`src/hw/lbo_pkg.sv`:
```
/*
  Shared constants and types for the literal and bit-operation datapath.
  Assumes a single 8-bit data path and 7-bit direct file addressing.
*/
package lbo_pkg;

  // widths of the instruction fields
  localparam int DATA_W = 8;
  localparam int ADDR_W = 7;
  localparam int BIT_W = 3;

  // carry out of this bit feeds the nibble overflow flag
  localparam int NIBBLE_TOP = 3;

  // destination select encoding
  localparam logic DEST_ACC = 1'b0;
  localparam logic DEST_FILE = 1'b1;

  // reset values
  localparam logic [7:0] ACC_RESET = 8'h00;
  localparam logic FLAG_RESET = 1'b0;
  localparam logic [7:0] ZERO_BYTE = 8'h00;

  // a taken skip makes the test occupy this many instruction cycles
  localparam int SKIP_CYCLES = 2;

  // operations carried out by this datapath
  typedef enum logic [2:0] {
    add_immediate_op = 3'h0,
    and_immediate_op = 3'h1,
    and_register_op = 3'h2,
    add_register_op = 3'h3,
    bit_clear_op = 3'h4,
    bit_set_op = 3'h5,
    skip_if_bit_one_op = 3'h6,
    register_zero_op = 3'h7
  } lbo_op_t;

endpackage : lbo_pkg

```
`src/hw/lbo_alu_if.sv`:
```
/*
  Carrier between the datapath and its arithmetic/logic unit.
  Assumes the unit is purely combinational.
*/
`timescale 1ns/1ps
interface lbo_alu_if #(
  parameter int DATA_W = 8
);
  logic [DATA_W-1:0] a;
  logic [DATA_W-1:0] b;
  logic do_add;
  logic [DATA_W-1:0] result;
  logic carry;
  logic nibble_carry;
  logic zero;

  modport core (output a, output b, output do_add, input result, input carry, input nibble_carry, input zero);
  modport alu (input a, input b, input do_add, output result, output carry, output nibble_carry, output zero);
endinterface : lbo_alu_if

```
`src/hw/lbo_alu.sv`:
```
/*
  Combinational add / and unit with carry, nibble carry and zero outputs.
  Assumes the caller registers every result it keeps.
*/
`timescale 1ns/1ps
module lbo_alu #(
  parameter int DATA_W = 8
) (
  lbo_alu_if.alu port
);
  import lbo_pkg::*;

  logic [DATA_W:0] sum;
  logic [NIBBLE_TOP+1:0] low_sum;

  // nibble carry needs at least one full nibble below the top
  if (DATA_W < NIBBLE_TOP + 2) begin : g_bad_width
    $error("lbo_alu: DATA_W too small for nibble carry");
  end

  // carry out of the top bit and of bit 3
  assign sum = {1'b0, port.a} + {1'b0, port.b};
  assign low_sum = {1'b0, port.a[NIBBLE_TOP:0]} + {1'b0, port.b[NIBBLE_TOP:0]};

  // result select and flags
  assign port.result = port.do_add ? sum[DATA_W-1:0] : (port.a & port.b);
  assign port.carry = sum[DATA_W];
  assign port.nibble_carry = low_sum[NIBBLE_TOP+1];
  assign port.zero = (port.result == '0);

endmodule : lbo_alu

```
`src/hw/lbo_datapath.sv`:
```
/*
  Execution datapath for literal add/and, register add/and, bit set/clear,
  skip-if-bit-one and register clear, with accumulator and status flags.
  Assumes the core presents one instruction per issue pulse, with file read
  data and pin levels valid combinationally in that same cycle, and that the
  core writes file_wr_data to file_wr_addr when file_wr_en is high.
*/
// Notes on behaviour
// - literal add updates accumulator, carry, nibble, zero
// - literal and updates accumulator and zero only
// - register and to chosen destination, zero only
// - register add to chosen destination, all flags
// - bit clear changes one bit, no flags
// - bit set changes one bit, no flags
// - tested bit one discards next instruction
// - tested bit zero continues, flags untouched
// - register clear writes zero, sets zero flag
// - port read-modify-write uses pin levels
// - successful test makes second cycle a nop
`timescale 1ns/1ps
module lbo_datapath #(
  parameter int DATA_W = 8,
  parameter int ADDR_W = 7,
  parameter int BIT_W = 3
) (
  input wire logic clk,
  input wire logic rst,
  input wire logic issue,
  input wire lbo_pkg::lbo_op_t op,
  input wire logic [DATA_W-1:0] literal,
  input wire logic [ADDR_W-1:0] file_addr,
  input wire logic dest,
  input wire logic [BIT_W-1:0] bit_sel,
  input wire logic [DATA_W-1:0] file_rd_data,
  input wire logic file_is_port,
  input wire logic [DATA_W-1:0] pin_level,
  output logic [DATA_W-1:0] acc,
  output logic carry_flag,
  output logic nibble_overflow_flag,
  output logic zero_flag,
  output logic file_wr_en,
  output logic [ADDR_W-1:0] file_wr_addr,
  output logic [DATA_W-1:0] file_wr_data,
  output logic slot_discarded
);
  import lbo_pkg::*;

  // the bit index must span exactly the data width
  if (DATA_W != (1 << BIT_W) || DATA_W != lbo_pkg::DATA_W || ADDR_W < 1) begin : g_bad_params
    $error("lbo_datapath: unsupported width parameters");
  end

  logic skip_pending;
  logic exec;
  logic [DATA_W-1:0] operand;
  logic [DATA_W-1:0] bit_mask;
  logic is_add;
  logic is_imm;
  logic test_bit;

  lbo_alu_if #(.DATA_W(DATA_W)) alu_bus ();

  lbo_alu #(.DATA_W(DATA_W)) u_alu (
    .port(alu_bus)
  );

  // an issue slot behind a taken skip is swallowed, never executed
  assign exec = issue && !skip_pending;

  // pins not latch
  // pins are read for ports so an externally pulled input is written back as seen
  assign operand = file_is_port ? pin_level : file_rd_data;

  // operand and mode decode
  assign bit_mask = DATA_W'(1) << bit_sel;
  assign is_add = (op == add_immediate_op) || (op == add_register_op);
  assign is_imm = (op == add_immediate_op) || (op == and_immediate_op);
  assign test_bit = operand[bit_sel];

  // alu feed: accumulator against literal or file operand
  assign alu_bus.a = acc;
  assign alu_bus.b = is_imm ? literal : operand;
  assign alu_bus.do_add = is_add;

  // accumulator update
  always_ff @(posedge clk) begin
    if (rst) begin
      acc <= ACC_RESET;
    end else if (exec) begin
      unique case (op)
        add_immediate_op, and_immediate_op: begin
          acc <= alu_bus.result;
        end
        add_register_op, and_register_op: begin
          if (dest == DEST_ACC) begin
            acc <= alu_bus.result;
          end
        end
        bit_clear_op, bit_set_op, skip_if_bit_one_op, register_zero_op: begin
          acc <= acc;
        end
      endcase
    end
  end

  // status flags; bit and skip operations leave them alone
  always_ff @(posedge clk) begin
    if (rst) begin
      carry_flag <= FLAG_RESET;
      nibble_overflow_flag <= FLAG_RESET;
      zero_flag <= FLAG_RESET;
    end else if (exec) begin
      unique case (op)
        add_immediate_op, add_register_op: begin
          carry_flag <= alu_bus.carry;
          nibble_overflow_flag <= alu_bus.nibble_carry;
          zero_flag <= alu_bus.zero;
        end
        and_immediate_op, and_register_op: begin
          zero_flag <= alu_bus.zero;
        end
        register_zero_op: begin
          zero_flag <= 1'b1;
        end
        bit_clear_op, bit_set_op, skip_if_bit_one_op: begin
          zero_flag <= zero_flag;
        end
      endcase
    end
  end

  // file write-back port
  always_ff @(posedge clk) begin
    if (rst) begin
      file_wr_en <= 1'b0;
      file_wr_addr <= '0;
      file_wr_data <= ZERO_BYTE;
    end else begin
      file_wr_en <= 1'b0;
      if (exec) begin
        file_wr_addr <= file_addr;
        unique case (op)
          add_register_op, and_register_op: begin
            file_wr_en <= (dest == DEST_FILE);
            file_wr_data <= alu_bus.result;
          end
          bit_clear_op: begin
            file_wr_en <= 1'b1;
            file_wr_data <= operand & ~bit_mask;
          end
          bit_set_op: begin
            file_wr_en <= 1'b1;
            file_wr_data <= operand | bit_mask;
          end
          register_zero_op: begin
            file_wr_en <= 1'b1;
            file_wr_data <= ZERO_BYTE;
          end
          add_immediate_op, and_immediate_op, skip_if_bit_one_op: begin
            file_wr_en <= 1'b0;
          end
        endcase
      end
    end
  end

  // skip tracking; the pending flag holds until the next slot arrives
  always_ff @(posedge clk) begin
    if (rst) begin
      skip_pending <= 1'b0;
      slot_discarded <= 1'b0;
    end else begin
      slot_discarded <= issue && skip_pending;
      if (issue && skip_pending) begin
        skip_pending <= 1'b0;
      end else if (exec && op == skip_if_bit_one_op) begin
        skip_pending <= test_bit;
      end
    end
  end

  // checking helpers
  logic [DATA_W:0] chk_sum;
  logic [NIBBLE_TOP+1:0] chk_low;
  assign chk_sum = {1'b0, acc} + {1'b0, (is_imm ? literal : operand)};
  assign chk_low = {1'b0, acc[NIBBLE_TOP:0]} + {1'b0, (is_imm ? literal[NIBBLE_TOP:0] : operand[NIBBLE_TOP:0])};
endmodule : lbo_datapath

```
`config.mk`:
```
export PLATFORM = sky130hd
export DESIGN_NAME = lbo_datapath
export DESIGN_NICKNAME = d
export VERILOG_FILES = /design/src/hw/lbo_pkg.sv /design/src/hw/lbo_alu_if.sv /design/src/hw/lbo_alu.sv /design/src/hw/lbo_datapath.sv
export SDC_FILE = /design/constraint.sdc
export NUM_CORES = 1
export LEC_CHECK = 0
export ABC_AREA = 1
export BUFFER_PORTS_ARGS = -buffer_cell sky130_fd_sc_hd__buf_4
export CAP_MARGIN = 10
export CORE_MARGIN = 4
export CORE_UTILIZATION = 56
export CTS_BUF_LIST = sky130_fd_sc_hd__clkbuf_8
export DETAILED_ROUTE_END_ITERATION = 10
export PLACE_DENSITY_LB_ADDON = 0.08
export SETUP_SLACK_MARGIN = 0.1
export SYNTH_ARGS = -nofsm -noshare
export SYNTH_HDL_FRONTEND = slang
export SYNTH_SLANG_ARGS = --single-unit
```
`constraint.sdc`:
```
create_clock -name clk -period 6.15 [get_ports clk]
set_input_delay 0.3075 -clock clk [delete_from_list [all_inputs] [get_ports clk]]
set_output_delay 0.3075 -clock clk [all_outputs]
set_load 0.01 [all_outputs]
```
Yosys cells after proc, flatten, opt, wreduce, memory -nomap -nowiden
Cells that the tools add are included.
{"block": "op_classes", "mux": 10, "reduce_logical": 23, "div": 0, "n_eq_ne": 8, "n_shift": 1, "n_mul": 0, "bitwise_logic": 7, "add_sub_neg": 2, "magnitude_cmp": 1}
{"cell": "8-bit two-way mux", "count": 4}
{"cell": "8-bit case mux with 4 select lines", "count": 1}
{"cell": "8-bit AND", "count": 2}
{"cell": "8-bit case mux with 2 select lines", "count": 1}
{"cell": "3-bit == test (second input constant)", "count": 4}
{"cell": "2-bit OR reduction", "count": 5}
{"cell": "8-bit by 8-bit adder with 9-bit output", "count": 1}
{"cell": "3-bit OR reduction", "count": 3}
{"cell": "8-bit logical NOT", "count": 1}
{"cell": "8-bit NOT", "count": 1}
{"cell": "8-bit OR", "count": 1}
{"cell": "4-bit OR reduction", "count": 2}
{"cell": "1-bit by 3-bit left shift with 8-bit output (first input constant)", "count": 1}
{"cell": "3-bit by 2-bit == test with 1-bit output (second input constant)", "count": 2}
{"cell": "2-bit AND reduction", "count": 3}
{"cell": "4-bit by 4-bit adder with 5-bit output", "count": 1}
{"cell": "3-bit by 4-bit less-than comparator with 1-bit output (second input constant)", "count": 1}
{"cell": "4-bit nonzero test", "count": 1}
{"cell": "1-bit binary-select mux with 3-bit select", "count": 1}
{"cell": "3-bit by 1-bit == test with 1-bit output (second input constant)", "count": 1}
{"cell": "1-bit logical AND", "count": 3}
{"cell": "3-bit logical NOT", "count": 1}
{"cell": "1-bit NOT", "count": 3}
{"cell": "1-bit case mux with 3 select lines", "count": 1}
{"cell": "6 further kinds", "count": 7}
{"block": "word_totals", "ff_bits": 29, "ramBits": 0, "rom_bits": 0, "mem_count": 0, "in_bits": 42, "out_inout_bits": 28, "latch_bits": 0, "wordCells": 61}

Longest topological paths before layout
{"block": "depth", "word_depth": 7, "mapped_depth": 17}

By module
From an unflattened synthesis, not the netlist that was laid out.
{"block": "hier_totals", "hier_cells": 354, "hier_area_um2": 2174.6}
{"module": "lbo_datapath", "n_inst": 1, "cells_per_inst": 242, "area_per_inst_um2": 1577.8, "seq_area_each_um2": 580.6}
{"module": "lbo_alu", "n_inst": 1, "cells_per_inst": 112, "area_per_inst_um2": 596.8, "seq_area_each_um2": 0.0}

Least setup slack after synthesis
No wires, ideal clock.
{"block": "synth_path", "path_type": "in2reg", "startpoint": "input file_is_port", "endpoint": "register zero_flag", "required_time_ns": 6.084, "t_arrival_ns": 2.301, "setup_ns": 0.066, "stages": 16, "n_path_buf": 1, "setup_slack_ns": 3.783, "cell_sequence": "buf_2 > inv_1 > nand2_1 > nand2_1 > mux2_2 > ha_1 > fa_1 > xnor2_1 > nand2_1 > nand2_2 > nand2_2 > nor2_4 > nand3_2 > nor2_2 > nand2_1 > a21oi_2"}
{"block": "synth_via", "elab_chain_len": 6}
{"item": "from (decl)", "line": "lbo_datapath.sv:35", "source": "input wire logic file_is_port,"}
{"item": "8-bit two-way mux *", "line": "lbo_datapath.sv:72", "source": "assign operand = file_is_port ? pin_level : file_rd_data;"}
{"item": "8-bit two-way mux *"}
{"item": "8-bit by 8-bit adder with 9-bit output or 8-bit AND (tied branches)"}
{"item": "8-bit two-way mux *", "line": "lbo_alu.sv:26", "source": "assign port.result = port.do_add ? sum[DATA_W-1:0] : (port.a & port.b);"}
{"item": "8-bit logical NOT *", "line": "lbo_alu.sv:29", "source": "assign port.zero = (port.result == '0);"}
{"item": "1-bit case mux with 2 select lines *", "line": "lbo_datapath.sv:113", "source": "unique case (op)"}
{"item": "to (signal assigned)", "line": "lbo_datapath.sv:117", "source": "zero_flag <= alu_bus.zero;"}
{"item": "to (signal assigned)", "line": "lbo_datapath.sv:120", "source": "zero_flag <= alu_bus.zero;"}
{"item": "to (signal assigned)", "line": "lbo_datapath.sv:126", "source": "zero_flag <= zero_flag;"}
{"item": "to (decl)", "line": "lbo_datapath.sv:40", "source": "output logic zero_flag,"}
Mark *: on every way between the ends. The rest lies on a longest branch, timed or not.
A chain may end at the register's enable or synchronous reset.

Worst setup path in the final report
{"block": "layout_path", "startpoint": "input op[2]", "endpoint": "register zero_flag"}
{"block": "layout_via", "elab_chain_len": 7}
{"item": "from (decl)", "line": "lbo_datapath.sv:29", "source": "input wire lbo_pkg::lbo_op_t op,"}
{"item": "3-bit by 1-bit == test with 1-bit output or 3-bit logical NOT (tied branches)", "line": "lbo_datapath.sv:77, lbo_datapath.sv:113, lbo_datapath.sv:76"}
{"item": "1-bit logical OR", "line": "lbo_datapath.sv:77", "source": "assign is_imm = (op == add_immediate_op) || (op == and_immediate_op);"}
{"item": "8-bit two-way mux"}
{"item": "8-bit by 8-bit adder with 9-bit output or 8-bit AND (tied branches)"}
{"item": "8-bit two-way mux", "line": "lbo_alu.sv:26"}
{"item": "8-bit logical NOT", "line": "lbo_alu.sv:29"}
{"item": "1-bit case mux with 2 select lines", "line": "lbo_datapath.sv:113"}
Several ways; a longest one is shown, not always the timed one.

==> results.md <==
* Vias post-DR at 2,413
* Outcome: finished, final reports clean
* Gr usage total at 26.0%
* Cell area after layout at 2710 um^2
* Worst path depth at 14
* Seq cells post-synth at 29
* Met1 Usage GRT at 34.0%
* Crit Path Class: in -> reg
* Nets@finish at between 400 and 500
* Clock buffer depth at 2
* YS warnings at 0
* Top Family by Delay on Critical Path: simple AND/OR/NAND/NOR gates
* Sequential share of the synthesized area at 28.0%
* Clock share of power at 31.7%
* Fin crit period at roughly 2.8 ns
* Core footprint at 3470 um^2
* TritonRoute pass-1 iters at 5
* Worst EP required at around 6.4 ns
* Slowest stage delay, CP at 0.61 ns
* Slowest-stage cell, CP: nor2_1
* Max-Cap Viols at 0
* Worst skew pair latency at 0.28 ns
* Combinational power share at 30.7%
* Final antenna-violating net count at 0
* Final Setup Violations at 0
* Slew Viols, Final at 0
* Area growth syn-to-layout at 30.5%
* Reg2Reg Launch Point: acc[0]$_SDFFE_PP0P_
* Min Hold Slack at 0.282 ns
* Largest net degree at the start of global routing at 20
* Port bufs at 69
* Cell count of the worst reg-to-reg path at 11
* WP data arrival at 3.02 ns
* Setup_tns at 0 ns
* Crit-path max FO at 15
* Switch Pwr at between 150 and 200 uW
* First-pass GRT wire length at 9.48 mm
* Cts hold-fix bufs at 0
* First DRT Iteration DRCs at 178
* Final worst-path cycle share at 45.5%
* P per Cell Area at 205 nW/um^2
* Yosys cell types at 33
* Worst-path clk slew at 0.07 ns
* R2r setup slk at roughly 4.2 ns
* Dpl cell area at 2610 um^2
* Die area at roughly 4700 um^2
* Vias per cell at 5.37
* CTS tree: done
* CP Cell Sequence: buf_4 -> nor2_1 -> mux2_2 -> ha_1 -> fa_1 -> nand2_1 -> nand3_1 -> nand3_1 -> nand3_1 -> nand2_1 -> nand3_2 -> nor2_2 -> nand2_1 -> a21oi_2
* Avg Synthesized Cell Area at 6.21 um^2
* Setup Skew at 0.0141 ns
* CTS H-tree lvls at 2
* Crit path buf inv count at 1
* Fin. Hold Viols at 0
* Static leakage at 1.43 nW
* Clock buffer count from CTS at 5
* Hold/Removal Path Class: in -> reg
* Drt total wl at between 5 and 6 mm
* Post-Syn Instances at 334
* Buffer count from post-CTS setup fixing at 0
* Die Ht at a little under 70 um
* Share of layout cells above drive strength 1 at 24.8%
* RSZ-0062 raised after global routing: no
* Core Rows at 21
* Sequential power share at 37.6%
* Antenna violations before repair at 0
* WL/cell at 13.0 um
* Vias in the first global route at roughly 2,200
* Syn nets at 385
* Slew margin rel. at between 40% and 50%
* GR Util met3 at under 10%
* Critical path capture point: zero_flag$_SDFFE_PP0P_
* Fill cells at 297
* Net Sw Frac at 32.7%
* I/O Pins at 70
* GRT met2 Usage at 42.0%
* CP Launch Point: op[2]
* Dpl hpwl at 4.56 mm
* FF-to-FF End: zero_flag$_SDFFE_PP0P_
* CP Capture Type: flop
* Measured slew at the worst slew-check pin at 0.789 ns
* # clock sinks at 29
* P_int at 373 uW
* Placer Congestion at 0.931
* Ant diodes at 0
* CTS resizes at 0
* Initial core utilization at 59.8%
* Total grt overflow at 0
* Most Used Layer, Global Route: met2
* Die X at slightly below 70 um
* Startpoint types: primary input
* Cell Area, Synth at 2070 um^2
* Root buffer cell: clkbuf_8
* FMAX at 357 MHz
* Drc violations at 0
* Peak supply drop at around 130 uV
## cells in the final DEF, fill, tap and decap left out, types with 2 or more instances in the layout
master	instances
clkbuf_8	7
buf_4	69
o21ai_1	2
ha_1	8
dfxtp_1	29
o311ai_0	6
o211ai_1	5
a211oi_1	2
a21oi_1	10
nand4_1	2
inv_1	39
nand3_2	2
o21ai_0	34
nand3_1	21
nand2_2	7
nand2_4	2
a31oi_1	5
nor2_1	37
nand2_1	98
inv_2	5
nor2_4	2
## state kept, by name, indices dropped and copies added, names as in the netlist
name,cells
acc,8
zero_flag,1
file_wr_addr,7
skip_pending,1
slot_discarded,1
file_wr_data,8
nibble_overflow_flag,1
file_wr_en,1
carry_flag,1
## area by class of cell
| type | count | area [um^2] | area share [%] |
|---|---|---|---|
| clock buffer | 7 | 96.3 | 3.56 |
| clock inverter | 1 | 5.00 | 0.185 |
| inverter | 46 | 175 | 6.47 |
| multi-input combinational | 251 | 1270 | 47.1 |
| sequential | 29 | 581 | 21.4 |
| tap | 46 | 57.6 | 2.13 |
| timing repair buffer | 69 | 518 | 19.1 |
## cells in the mapped netlist, drive strengths merged
| master | instances | area, um^2 |
|---|---|---|
| fa | 1 | 20.0 |
| dfxtp | 29 | 581 |
| a211oi | 2 | 15.0 |
| clkinv | 1 | 3.75 |
| nand2 | 107 | 434 |
| o21ai | 36 | 180 |
| buf | 4 | 28.8 |
| inv | 45 | 171 |
| ha | 8 | 100 |
| nand4 | 2 | 12.5 |
| a31oi | 5 | 31.3 |
| nand3b | 1 | 7.51 |
| nor2 | 40 | 168 |
| a21oi | 11 | 58.8 |
| clkbuf | 4 | 15.0 |
| o311ai | 6 | 52.6 |
| nor4 | 1 | 6.26 |
| o211ai | 5 | 37.5 |
| mux2 | 1 | 11.3 |
| or2 | 1 | 6.26 |
| xnor2 | 1 | 8.76 |
| nand3 | 23 | 125 |
## kinds of logic (layout without fill, tap and decap cells)
logic type	after synthesis	count (layout)	synth area share (%)
XOR/XNOR	1	1	0.422
flip-flops	29	29	28.0
adder cells (fa/ha/maj)	9	9	5.79
multiplexers	1	1	0.543
AO/OA/AOI/OAI	65	65	18.1
buffers and inverters	54	123	10.6
AND/OR/NAND/NOR	175	175	36.6
## power groups by stage
stage	registers, mW	logic (mW)	clock network [mW]
after floorplan	0.217	0.0995	0
after global placement	0.212	0.164	0
after detailed placement	0.213	0.166	0
after CTS	0.209	0.168	0.176
after global routing	0.210	0.190	0.184
final	0.209	0.170	0.176
## worst min-delay path by stage
stage / from / endpoint / slack (ns) / cells after the start
after floorplan: skip_pending$_SDFFE_PP0P_ / slot_discarded$_SDFF_PP0_ / 0.43 / 2
after global placement: skip_pending$_SDFFE_PP0P_ / slot_discarded$_SDFF_PP0_ / 0.44 / 2
after detailed placement: skip_pending$_SDFFE_PP0P_ / slot_discarded$_SDFF_PP0_ / 0.46 / 2
after CTS: rst / file_wr_data[3]$_SDFFE_PP0P_ / 0.28 / 2
after global routing: rst / file_wr_data[3]$_SDFFE_PP0P_ / 0.30 / 2
final: issue / slot_discarded$_SDFF_PP0_ / 0.28 / 3
## through the flow
step	power (mW)	cells	util, %	worst slack [ns]
after floorplan	0.317	334	-	3.78
after global routing	0.584	449	78.1	3.13
after global placement	0.376	441	75.1	3.28
final	0.554	449	78.1	3.35
after CTS	0.553	449	78.1	3.41
after detailed placement	0.379	441	75.1	3.14
## worst reg2reg max path, cell delays in order, from the launching register on
cell,delay [ns]
dfxtp_1,0.33
ha_1,0.26
fa_1,0.45
nand2_1,0.09
nand3_1,0.10
nand3_1,0.10
nand3_1,0.09
nand2_1,0.14
nand3_2,0.09
nor2_2,0.08
nand2_1,0.06
a21oi_2,0.11
## per-layer routing
metal,wire length [um],vias to the layer above
met4,51,0
li1,-,1220
met3,625,10
met2,2560,125
met1,2610,1058
met5,0,-
(Power assumes the default switching activity.)
